**src/verilog/bocs_map.svh**
```systemverilog
// Constants for the count-and-branch execution sequencer
`ifndef BOCS_MAP_SVH
`define BOCS_MAP_SVH

`define BOCS_DATA_W 32
`define BOCS_ADDR_W 17
`define BOCS_OPU_COUNT 3'h6
`define BOCS_OPL_DOWN 4'h4
`define BOCS_OPL_UP 4'h5
`define BOCS_TRAP_LOC 17'h0_0040
`define BOCS_WORD_RST 32'h0000_0000
`define BOCS_ADDR_RST 17'h0_0000

`endif

```
**src/verilog/bocs_pkg.sv**
```systemverilog
// Types for the count-and-branch execution sequencer
package bocs_pkg;

  typedef enum logic [1:0]
  {
    BOCS_IDLE = 2'b00,
    BOCS_FIRST = 2'b01,
    BOCS_SEQ_FETCH = 2'b10,
    BOCS_FINAL = 2'b11
  } bocs_phase_t;

  typedef enum logic [1:0]
  {
    BOCS_ADD_NONE = 2'b00,
    BOCS_ADD_MINUS1 = 2'b01,
    BOCS_ADD_PLUS1 = 2'b10
  } bocs_adder_t;

endpackage : bocs_pkg

```
**src/verilog/bocs_count_unit.sv**
```systemverilog
// Preset adder forming A minus one or A plus one, with sum tests
`timescale 1ns/1ps
`include "bocs_map.svh"
module bocs_count_unit #(
  parameter int WIDTH = `BOCS_DATA_W
) (
  // Operand and preset
  input wire logic [WIDTH-1:0] a_i,
  input wire bocs_pkg::bocs_adder_t mode_i,
  // Sum and tests
  output logic [WIDTH-1:0] sum_o,
  output logic gtz_o,
  output logic neg_o
);
  import bocs_pkg::*;

  initial
  begin
    if (WIDTH < 2)
    begin
      $error("bocs_count_unit: WIDTH must be at least 2");
    end
  end

  always_comb
  begin
    case (mode_i)
      BOCS_ADD_MINUS1: sum_o = a_i - WIDTH'(1);
      BOCS_ADD_PLUS1: sum_o = a_i + WIDTH'(1);
      default: sum_o = a_i;
    endcase
  end

  // Sign is the top bit
  assign neg_o = sum_o[WIDTH-1];
  assign gtz_o = (|sum_o) & ~sum_o[WIDTH-1];

endmodule : bocs_count_unit

```
**src/verilog/bocs_req_flags.sv**
```systemverilog
// Memory request and data request flags, cleared by data release
`timescale 1ns/1ps
module bocs_req_flags (
  // Clock and reset
  input wire logic mclk_i,
  input wire logic reset_i,
  // Control
  input wire logic set_i,
  input wire logic data_release_i,
  // Flags
  output logic mem_req_o,
  output logic data_req_o
);

  // Set wins over a release in the same cycle
  always_ff @(posedge mclk_i)
  begin
    if (reset_i)
    begin
      mem_req_o <= 1'b0;
    end
    else if (set_i)
    begin
      mem_req_o <= 1'b1;
    end
    else if (data_release_i)
    begin
      mem_req_o <= 1'b0;
    end
  end

  always_ff @(posedge mclk_i)
  begin
    if (reset_i)
    begin
      data_req_o <= 1'b0;
    end
    else if (set_i)
    begin
      data_req_o <= 1'b1;
    end
    else if (data_release_i)
    begin
      data_req_o <= 1'b0;
    end
  end

endmodule : bocs_req_flags

```
**src/verilog/bocs_seq.sv**
```systemverilog
// Execution sequencer for the count-down and count-up branch instructions
`timescale 1ns/1ps
`include "bocs_map.svh"
module bocs_seq #(
  parameter int DATA_W = `BOCS_DATA_W,
  parameter int ADDR_W = `BOCS_ADDR_W
) (
  // Clock and reset
  input wire logic mclk_i,
  input wire logic reset_i,
  // End of preparation
  input wire logic preparation_phases_done_i,
  input wire logic [7:0] opcode_i,
  input wire logic [DATA_W-1:0] reg_val_i,
  input wire logic [DATA_W-1:0] prog_addr_i,
  input wire logic [ADDR_W-1:0] eff_addr_i,
  input wire logic [ADDR_W-1:0] instr_addr_i,
  // Core memory
  input wire logic data_release_i,
  input wire logic nonexist_i,
  output logic memory_request_flag_o,
  output logic data_request_flag_o,
  output logic [ADDR_W-1:0] mem_addr_o,
  // Private memory write-back
  output logic reg_wr_o,
  output logic [DATA_W-1:0] reg_wdata_o,
  // Program address and end of instruction
  output logic [ADDR_W-1:0] p_addr_o,
  output logic program_addr_in_p_flag_o,
  output logic busy_o,
  output logic end_of_instruction_functions_o,
  output logic next_from_eff_o,
  // Trap
  output logic trap_o,
  output logic [ADDR_W-1:0] trap_loc_o,
  output logic [ADDR_W-1:0] saved_ia_o
);
  import bocs_pkg::*;

  initial
  begin
    if (DATA_W != `BOCS_DATA_W || ADDR_W != `BOCS_ADDR_W)
    begin
      $error("bocs_seq: only 32-bit data and 17-bit addresses supported");
    end
  end

  // ==========================================================
  // Decode and state
  // ==========================================================
  logic count_down_decode;
  logic count_up_decode;
  logic is_count;
  bocs_phase_t phase_ff;
  bocs_phase_t nxt_phase;
  logic [DATA_W-1:0] a_ff;
  logic [DATA_W-1:0] b_ff;
  logic [ADDR_W-1:0] ia_ff;
  bocs_adder_t adder_ff;
  logic wr_arm_ff;
  logic down_ff;
  logic bad_ea_ff;
  logic [DATA_W-1:0] sum;
  logic sum_greater_than_zero;
  logic sum_neg;
  logic goto_sequential_fetch;
  logic step_ok;
  logic bad_now;
  logic req_set;

  assign count_down_decode = (opcode_i[6:4] == `BOCS_OPU_COUNT)
                           && (opcode_i[3:0] == `BOCS_OPL_DOWN);
  assign count_up_decode = (opcode_i[6:4] == `BOCS_OPU_COUNT)
                         && (opcode_i[3:0] == `BOCS_OPL_UP);
  assign is_count = count_down_decode | count_up_decode;

  // Sequential-fetch and final phases do not advance while a data request waits for release
  assign step_ok = ~data_request_flag_o | data_release_i;

  // Effective-address fetch reported missing memory
  assign bad_now = bad_ea_ff
                 | (data_release_i & nonexist_i & data_request_flag_o
                    & ~program_addr_in_p_flag_o);

  // ==========================================================
  // Adder and branch condition
  // ==========================================================
  bocs_count_unit #(
    .WIDTH(DATA_W)
  ) u_count (
    .a_i(a_ff),
    .mode_i(adder_ff),
    .sum_o(sum),
    .gtz_o(sum_greater_than_zero),
    .neg_o(sum_neg)
  );

  always_comb
  begin
    if (down_ff)
    begin
      goto_sequential_fetch = ~sum_greater_than_zero;
    end
    else
    begin
      goto_sequential_fetch = ~sum_neg;
    end
  end

  // ==========================================================
  // Phase sequence
  // ==========================================================
  always_comb
  begin
    nxt_phase = phase_ff;
    case (phase_ff)
      BOCS_IDLE:
      begin
        if (preparation_phases_done_i && is_count)
        begin
          nxt_phase = BOCS_FIRST;
        end
      end
      BOCS_FIRST:
      begin
        // One clock only, never held
        nxt_phase = goto_sequential_fetch ? BOCS_SEQ_FETCH : BOCS_FINAL;
      end
      BOCS_SEQ_FETCH:
      begin
        if (step_ok)
        begin
          nxt_phase = BOCS_FINAL;
        end
      end
      BOCS_FINAL:
      begin
        if (step_ok)
        begin
          nxt_phase = BOCS_IDLE;
        end
      end
      default: nxt_phase = BOCS_IDLE;
    endcase
  end

  always_ff @(posedge mclk_i)
  begin
    if (reset_i)
    begin
      phase_ff <= BOCS_IDLE;
    end
    else
    begin
      phase_ff <= nxt_phase;
    end
  end

  always_ff @(posedge mclk_i)
  begin
    if (reset_i)
    begin
      busy_o <= 1'b0;
    end
    else
    begin
      busy_o <= (nxt_phase != BOCS_IDLE);
    end
  end

  // ==========================================================
  // Operand capture at end of preparation
  // ==========================================================
  always_ff @(posedge mclk_i)
  begin
    if (reset_i)
    begin
      a_ff <= `BOCS_WORD_RST;
      b_ff <= `BOCS_WORD_RST;
      ia_ff <= `BOCS_ADDR_RST;
      down_ff <= 1'b0;
      adder_ff <= BOCS_ADD_NONE;
      wr_arm_ff <= 1'b0;
    end
    else if (phase_ff == BOCS_IDLE && preparation_phases_done_i && is_count)
    begin
      a_ff <= reg_val_i;
      b_ff <= prog_addr_i;
      ia_ff <= instr_addr_i;
      down_ff <= count_down_decode;
      adder_ff <= count_down_decode ? BOCS_ADD_MINUS1 : BOCS_ADD_PLUS1;
      wr_arm_ff <= 1'b1;
    end
    else if (phase_ff == BOCS_FIRST)
    begin
      wr_arm_ff <= 1'b0;
    end
  end

  // ==========================================================
  // Memory requests and program address
  // ==========================================================
  assign req_set = (phase_ff == BOCS_IDLE && preparation_phases_done_i && is_count)
                 || (phase_ff == BOCS_SEQ_FETCH && step_ok);

  bocs_req_flags u_req (
    .mclk_i(mclk_i),
    .reset_i(reset_i),
    .set_i(req_set),
    .data_release_i(data_release_i),
    .mem_req_o(memory_request_flag_o),
    .data_req_o(data_request_flag_o)
  );

  always_ff @(posedge mclk_i)
  begin
    if (reset_i)
    begin
      mem_addr_o <= `BOCS_ADDR_RST;
      p_addr_o <= `BOCS_ADDR_RST;
      program_addr_in_p_flag_o <= 1'b0;
    end
    else if (phase_ff == BOCS_IDLE && preparation_phases_done_i && is_count)
    begin
      mem_addr_o <= eff_addr_i;
      p_addr_o <= eff_addr_i;
      program_addr_in_p_flag_o <= 1'b0;
    end
    else if (phase_ff == BOCS_SEQ_FETCH && step_ok)
    begin
      // Fetched target word is discarded; sequential address taken from b_ff
      mem_addr_o <= b_ff[ADDR_W-1:0];
      p_addr_o <= b_ff[ADDR_W-1:0];
      program_addr_in_p_flag_o <= 1'b1;
    end
  end

  // Missing memory on the effective-address fetch
  always_ff @(posedge mclk_i)
  begin
    if (reset_i || (phase_ff == BOCS_IDLE))
    begin
      bad_ea_ff <= 1'b0;
    end
    else if (bad_now)
    begin
      bad_ea_ff <= 1'b1;
    end
  end

  // ==========================================================
  // Write-back, end of instruction and trap
  // ==========================================================
  logic trap_now;
  logic end_now;

  assign trap_now = (phase_ff == BOCS_FINAL) && step_ok
                  && ~program_addr_in_p_flag_o && bad_now;
  assign end_now = (phase_ff == BOCS_FINAL) && step_ok && ~trap_now;

  always_ff @(posedge mclk_i)
  begin
    if (reset_i)
    begin
      reg_wr_o <= 1'b0;
      reg_wdata_o <= `BOCS_WORD_RST;
    end
    else if (phase_ff == BOCS_FIRST && wr_arm_ff)
    begin
      reg_wr_o <= 1'b1;
      reg_wdata_o <= sum;
    end
    else if (trap_now)
    begin
      reg_wr_o <= 1'b1;
      reg_wdata_o <= a_ff;
    end
    else
    begin
      reg_wr_o <= 1'b0;
    end
  end

  always_ff @(posedge mclk_i)
  begin
    if (reset_i)
    begin
      end_of_instruction_functions_o <= 1'b0;
      next_from_eff_o <= 1'b0;
    end
    else
    begin
      end_of_instruction_functions_o <= end_now;
      if (end_now)
      begin
        next_from_eff_o <= ~program_addr_in_p_flag_o;
      end
    end
  end

  always_ff @(posedge mclk_i)
  begin
    if (reset_i)
    begin
      trap_o <= 1'b0;
      trap_loc_o <= `BOCS_ADDR_RST;
      saved_ia_o <= `BOCS_ADDR_RST;
    end
    else
    begin
      trap_o <= trap_now;
      if (trap_now)
      begin
        trap_loc_o <= `BOCS_TRAP_LOC;
        saved_ia_o <= ia_ff;
      end
    end
  end
endmodule : bocs_seq
```
**config.mk**
```make
export PLATFORM = sky130hd
export DESIGN_NAME = bocs_seq
export DESIGN_NICKNAME = d
export VERILOG_FILES = /design/src/verilog/bocs_pkg.sv /design/src/verilog/bocs_count_unit.sv /design/src/verilog/bocs_req_flags.sv /design/src/verilog/bocs_seq.sv
export VERILOG_INCLUDE_DIRS = /design/src /design/src/verilog
export SDC_FILE = /design/constraint.sdc
export NUM_CORES = 1
export LEC_CHECK = 0
export ABC_AREA = 1
export BUFFER_PORTS_ARGS = -buffer_cell sky130_fd_sc_hd__buf_4
export CORE_AREA = 2 2 123 125
export CTS_BUF_LIST = sky130_fd_sc_hd__clkbuf_8
export CTS_CLUSTER_DIAMETER = 40
export DETAILED_ROUTE_END_ITERATION = 8
export DIE_AREA = 0 0 125 127
export MAX_ROUTING_LAYER = met4
export PLACE_DENSITY_LB_ADDON = 0.05
export SLEW_MARGIN = 0
export SYNTH_ARGS = -nofsm -noshare
export SYNTH_HDL_FRONTEND = slang
export SYNTH_SLANG_ARGS = --single-unit
```
**constraint.sdc**
```tcl
create_clock -name mclk_i -period 9.1 [get_ports mclk_i]
set_input_delay 0.455 -clock mclk_i [delete_from_list [all_inputs] [get_ports mclk_i]]
set_output_delay 0.455 -clock mclk_i [all_outputs]
set_load 0.01 [all_outputs]
```
# Word level (Yosys, flattened, before mapping)
# Index checks and enable logic that the tools add are counted.
dict set report totals {
  regBits 147
  latch_bits 0
  ram_bits 0
  romBits 0
  inputBits 111
  out_inout_bits 108
  word_cells 80
  memories 0
}
dict set report op_classes {
  n_addsub 2
  n_mul 0
  div_mod_pow 0
  magnitude_cmp 0
  n_eq_ne 8
  shift 0
  muxes 18
  bitwise_logic 12
  n_reduce_logical 21
}
# operator count
set op_table {}
lappend op_table {{32-bit two-way mux} 2}
lappend op_table {{32-bit case mux with 2 select lines} 1}
lappend op_table {{17-bit two-way mux} 2}
lappend op_table {{32-bit by 1-bit adder with 32-bit output, second input constant} 1}
lappend op_table {{32-bit OR reduction} 1}
lappend op_table {{32-bit by 1-bit subtractor with 32-bit output, second input constant} 1}
lappend op_table {{1-bit logical AND} 11}
lappend op_table {{2-bit nonzero test} 5}
lappend op_table {{4-bit by 3-bit equality test with 1-bit output, second input constant} 2}
lappend op_table {{1-bit two-way mux} 8}
lappend op_table {{2-bit two-way mux} 4}
lappend op_table {{2-bit case mux with 4 select lines} 1}
lappend op_table {{2-bit equality test, second input constant} 3}
lappend op_table {{1-bit inverter} 5}
lappend op_table {{1-bit AND} 4}
lappend op_table {{2-bit by 1-bit equality test with 1-bit output, second input constant} 2}
lappend op_table {{3-bit equality test, second input constant} 1}
lappend op_table {{1-bit bitwise OR} 3}
lappend op_table {{2-bit logical NOT} 1}
lappend op_table {{1-bit logical OR} 2}
lappend op_table {{2-bit OR reduction} 1}

# Logic depth before layout (Yosys ltp)
dict set report logic_depth {
  depth_word 9
  mapped_depth 23
  mapped_depth_nobuf 23
}

# By module
# From an unflattened synthesis, not the netlist that was laid out.
dict set report unflattened {
  cells_unflattened 1508
  area_unflattened_um2 9484.1
}
# module n_inst cells_per_inst area_each_um2 seq_area_each_um2
set modules_own_cells {}
lappend modules_own_cells {bocs_seq 1 856 6308.6 2902.8}
lappend modules_own_cells {bocs_count_unit 1 646 3128.0 0.0}
lappend modules_own_cells {bocs_req_flags 1 6 47.5 20.0}

# Worst setup path before layout
# OpenSTA, ideal clock, no wires.
dict set report synth_timing {
  kind {register -> register}
  from {register adder_ff[0]}
  to {register busy_o}
  setup_time_ps 120
  arrival_time_ps 2866
  required_time_ps 8980
  slack_ps 6114
  path_stages_with_launch 23
  n_path_buf 0
  synth_period_minus_slack_ps 2986
  path_cell_list {dfxtp_1 inv_1 ha_1 inv_1 ha_1 nand2_1 inv_1 nand2_1 nand2_1 a21oi_1 nand2_1 nand2_1 nand2_1 nand2_1 nand3_2 nand2_1 nand2_1 nor2_1 nand2_1 o21ai_1 nand2_1 nand2_1 nand3_1}
}
dict set report synth_between {
  elab_chain_len 9
  elab_cells_between_ends 11
  classes_between {eq/ne: 2; mux: 4; bitwise: 3; reduce/logical: 2}
}
# item line
set synth_rtl {}
lappend synth_rtl {{start: declaration} bocs_seq.sv:59} ;# bocs_adder_t adder_ff;
lappend synth_rtl {{start signal: assignment} bocs_seq.sv:191} ;# adder_ff <= count_down_decode ? BOCS_ADD_MINUS1 : BOCS_ADD_PLUS1;
lappend synth_rtl {{2-bit equality test / 2-bit by 1-bit equality test with 1-bit output (equally long branches)} bocs_count_unit.sv:27} ;# case (mode_i)
lappend synth_rtl {{32-bit case mux with 2 select lines *} bocs_count_unit.sv:27}
lappend synth_rtl {{32-bit OR reduction / 1-bit inverter (equally long branches)} {bocs_count_unit.sv:36, bocs_seq.sv:106}}
lappend synth_rtl {{1-bit AND} bocs_count_unit.sv:36} ;# assign gtz_o = (|sum_o) & ~sum_o[WIDTH-1];
lappend synth_rtl {{1-bit inverter} bocs_seq.sv:102} ;# goto_sequential_fetch = ~sum_greater_than_zero;
lappend synth_rtl {{1-bit two-way mux *} bocs_seq.sv:100} ;# if (down_ff)
lappend synth_rtl {{1-bit two-way mux *} bocs_seq.sv:127} ;# nxt_phase = goto_sequential_fetch ? BOCS_SEQ_FETCH : BOCS_FINAL;
lappend synth_rtl {{2-bit case mux with 4 select lines *} bocs_seq.sv:116} ;# case (phase_ff)
lappend synth_rtl {{2-bit nonzero test *} bocs_seq.sv:167} ;# busy_o <= (nxt_phase != BOCS_IDLE);
lappend synth_rtl {{end signal: assignment} bocs_seq.sv:167}
lappend synth_rtl {{end: declaration} bocs_seq.sv:30} ;# output logic busy_o,
# Every way passes the cells marked *; elsewhere a longest branch is shown, timed or not.
# A chain may end at the register's enable or synchronous reset.

# Worst setup path after layout
# Same ends and word-level chain as after synthesis.

==> results.tsv <==
stage	metric	value	unit
global_routing	gr-total-overflow	0	
global_routing	track_usage	32.7	%
finish	nFillCells	1336	
pwr	ir_worst_vdd	0.125	mV
floorplanning	die_w	125	um
timing	post-route-min-period	3.51	ns
timing	fin_tns_setup	0	ns
synth	synth-seq-cells	146	
global_routing	grt_max_degree	75	
detailed_routing	postRouteAntennaNets	0	
clocking	cts_buffers	17	
finish	final_cells	1705	
setup_path	critPathMaxFanout	32	
clocking	cts.hold.buffers_added	0	
clocking	cts_resized	0	
finish	syn_to_final_growth	19.2	%
timing	worst_slew_pin_slew	1.09	ns
finish	final_common_cell	nand2_1	
synth	ys.flop_type	dfxtp_1	
clocking	post_cts_buffers	0	
floorplanning	core-area	14400	um^2
setup_path	cp_slowest_cell	ha_1	
clocking	path_clk_slew	0.10	ns
synth	ys_async_sr_fraction	0	%
detailed_routing	vias_per_cell	5.30	
pwr	total_leakage_power	0.00509	uW
synth	avgSynthCellArea	6.26	um^2
timing	skew	0.0191	ns
detailed_routing	dr.pass1.iters	5	
detailed_routing	detailroute.via_count	9038	
clocking	cts.sinks	146	
timing	setup_viol	0	
placed_design	portBuffers	186	
synth	synthCells	1370	
timing	fin_ws	5.59	ns
setup_path	crit_path_cell_trace	inv_1, ha_1, inv_1, buf_4, ha_1, nand2_1, nor2_1, nand3_1, nand2_2, nand2_1, nand2_1, nand2_1, nand2_1, nand2_1, nand3_1, nand2_1, nor2_1, nand3_1, o21ai_1, nand2_1, nand2_1, nand3_1	
placed_design	dp.final_hpwl	18700	um
setup_path	worst_path_most_repeated_cell	nand2_1	
flow_run	cap_violations	0	
pwr	powerDensity	127	nW/um^2
finish	final_nets	1653	
global_routing	antenna_found_initial	0	
timing	fin_crit_sh	38.5	%
detailed_routing	drt_wl_total	25600	um
detailed_routing	drc	0	
timing	hold_violations	0	
setup_path	path_class	flop to flop	
setup_path	cp-start-kind	flop	
global_routing	grt_pass1_vias	8241	
finish	final_cell_mix	nand2_1 (435), buf_4 (193), nor2_1 (176)	
timing	slew_viol_final	0	
placed_design	dpl.cell_count	1673	
floorplanning	die_h	127	um
timing	timing.fmax	0.285	GHz
clocking	cts_tree	done	
setup_path	cp-end-kind	flop	
clocking	cts_htree_levels	4	
timing	slew_headroom	27.4	%
synth	netlist_area	8580	um^2
setup_path	worstPathArrival	3.85	ns
status	run_status	completed	
finish	final_area	10200	um^2
timing	rsz0062_at_grt	no	
synth	synth_cell_types	40	
finish	drive_above_1_share	16.6	%
finish	final_util	70.9	%
synth	ys_warn_count	0	
placed_design	pre_cts_slack	5.71	ns
finish	n_antenna_cell	0	
floorplanning	die_area	15900	um^2
setup_path	worstPathRequired	9.44	ns
clocking	cts_buffer_depth	2	
placed_design	place_area	9830	um^2
detailed_routing	drt_iter0_markers	704	
floorplanning	initial_utilization	59.5	%
synth	ys_seq_area_share	34.1	%
clocking	clk_latency	0.46	ns
clocking	cts-root-buf	clkbuf_8	
min_path	hold_class	input port to flop	
floorplanning	rows	44	
global_routing	grt_pass1_wl	40800	um
detailed_routing	wire_per_inst	15.0	um
floorplanning	io_pins	219	
setup_path	cp_slowest_stage_delay	0.45	ns
placed_design	gp_congestion	0.998	
synth	synth-edff-count	0	
==> cells in the mapped netlist, types with 4 or more instances <==
cell type / number / share of area [%]
o21ai_0: 88 / 5.1
ha_1: 33 / 4.8
buf_2: 13 / 0.76
nand2_1: 436 / 19
clkbuf_1: 37 / 1.6
nand4_1: 12 / 0.88
nor2_1: 176 / 7.7
nand2_2: 5 / 0.36
a21oi_1: 51 / 3.0
and2_1: 6 / 0.44
inv_1: 150 / 6.6
nand3_1: 82 / 4.8
or2_2: 5 / 0.36
buf_4: 35 / 3.1
a31oi_1: 46 / 3.4
nor3_1: 7 / 0.41
nand3_2: 4 / 0.47
nor2_2: 6 / 0.44
dfxtp_1: 146 / 34
==> power by group <==
part           switching [uW]  leakage [uW]  total [uW]  internal [uW]
combinational            77.2       0.00371         134           56.5
clock                     286      0.000204         520            234
sequential               2.28       0.00118         643            641
total                     365       0.00509        1300            931
==> worst paths after layout <==
kind	from	endpoint	slack, ns	cells after the start
setup / recovery	adder_ff[0]	busy_o	5.59	22
hold / removal	prog_addr_i[12]	b_ff[12]	0.24	3
setup reg to reg	adder_ff[0]	busy_o	5.59	22
hold reg to reg	reg_wdata_o[0]	reg_wdata_o[0]	0.47	2
==> critical path: cells and delay by family, from the launching register on <==
kind | cells | cell delay (ns)
compound gates | 1 | 0.14
flops | 1 | 0.31
buf+inv | 3 | 0.43
simple gates | 16 | 1.82
fa+ha+maj | 2 | 0.71
==> cell type report <==
cell class | instances | area [um^2] | area share (%)
Timing Repair Buffer | 193 | 1450 | 14.2
Multi-Input combinational cell | 997 | 4650 | 45.5
Clock buffer | 18 | 248 | 2.42
Clock inverter | 14 | 149 | 1.46
Inverter | 153 | 574 | 5.62
Tap cell | 184 | 230 | 2.25
Sequential cell | 146 | 2920 | 28.6
==> stage by stage <==
step                total power [uW]  hold slack, ns
global route                    1350           0.227
CTS                             1300           0.230
global placement                 787           0.451
finish                          1300           0.239
floorplan                        741           0.444
detailed placement               789           0.455
==> flip-flops by register name (all words and copies together), names as in the netlist, 2 cells and up <==
name,count
a_ff,32
reg_wdata_o,32
b_ff,17
ia_ff,17
p_addr_o,17
saved_ia_o,17
adder_ff,2
phase_ff,2
==> cells by family (layout without fill, tap and decap cells) <==
family | after synthesis | after routing | share of synthesized area, %
and+or+nand+nor | 750 | 750 | 35.9
buffers and inverters | 242 | 378 | 12.4
AOI/OAI and AO/OA | 194 | 194 | 12.3
DFF | 146 | 146 | 34.1
adders and majority gates | 34 | 34 | 5.05
xor gates and xnor gates | 3 | 3 | 0.306
other | 1 | 16 | 0.0437
==> per-layer routing <==
layer | global-route usage [%] | up-vias | wire length [um]
li1 | - | 4585 | -
met1 | 42.5 | 4084 | 11400
met2 | 51.8 | 323 | 11700
met4 | 8.63 | 0 | 576
met5 | - | - | 0
met3 | 7.75 | 46 | 2050
Note: power is estimated with default switching activity, not from simulation.
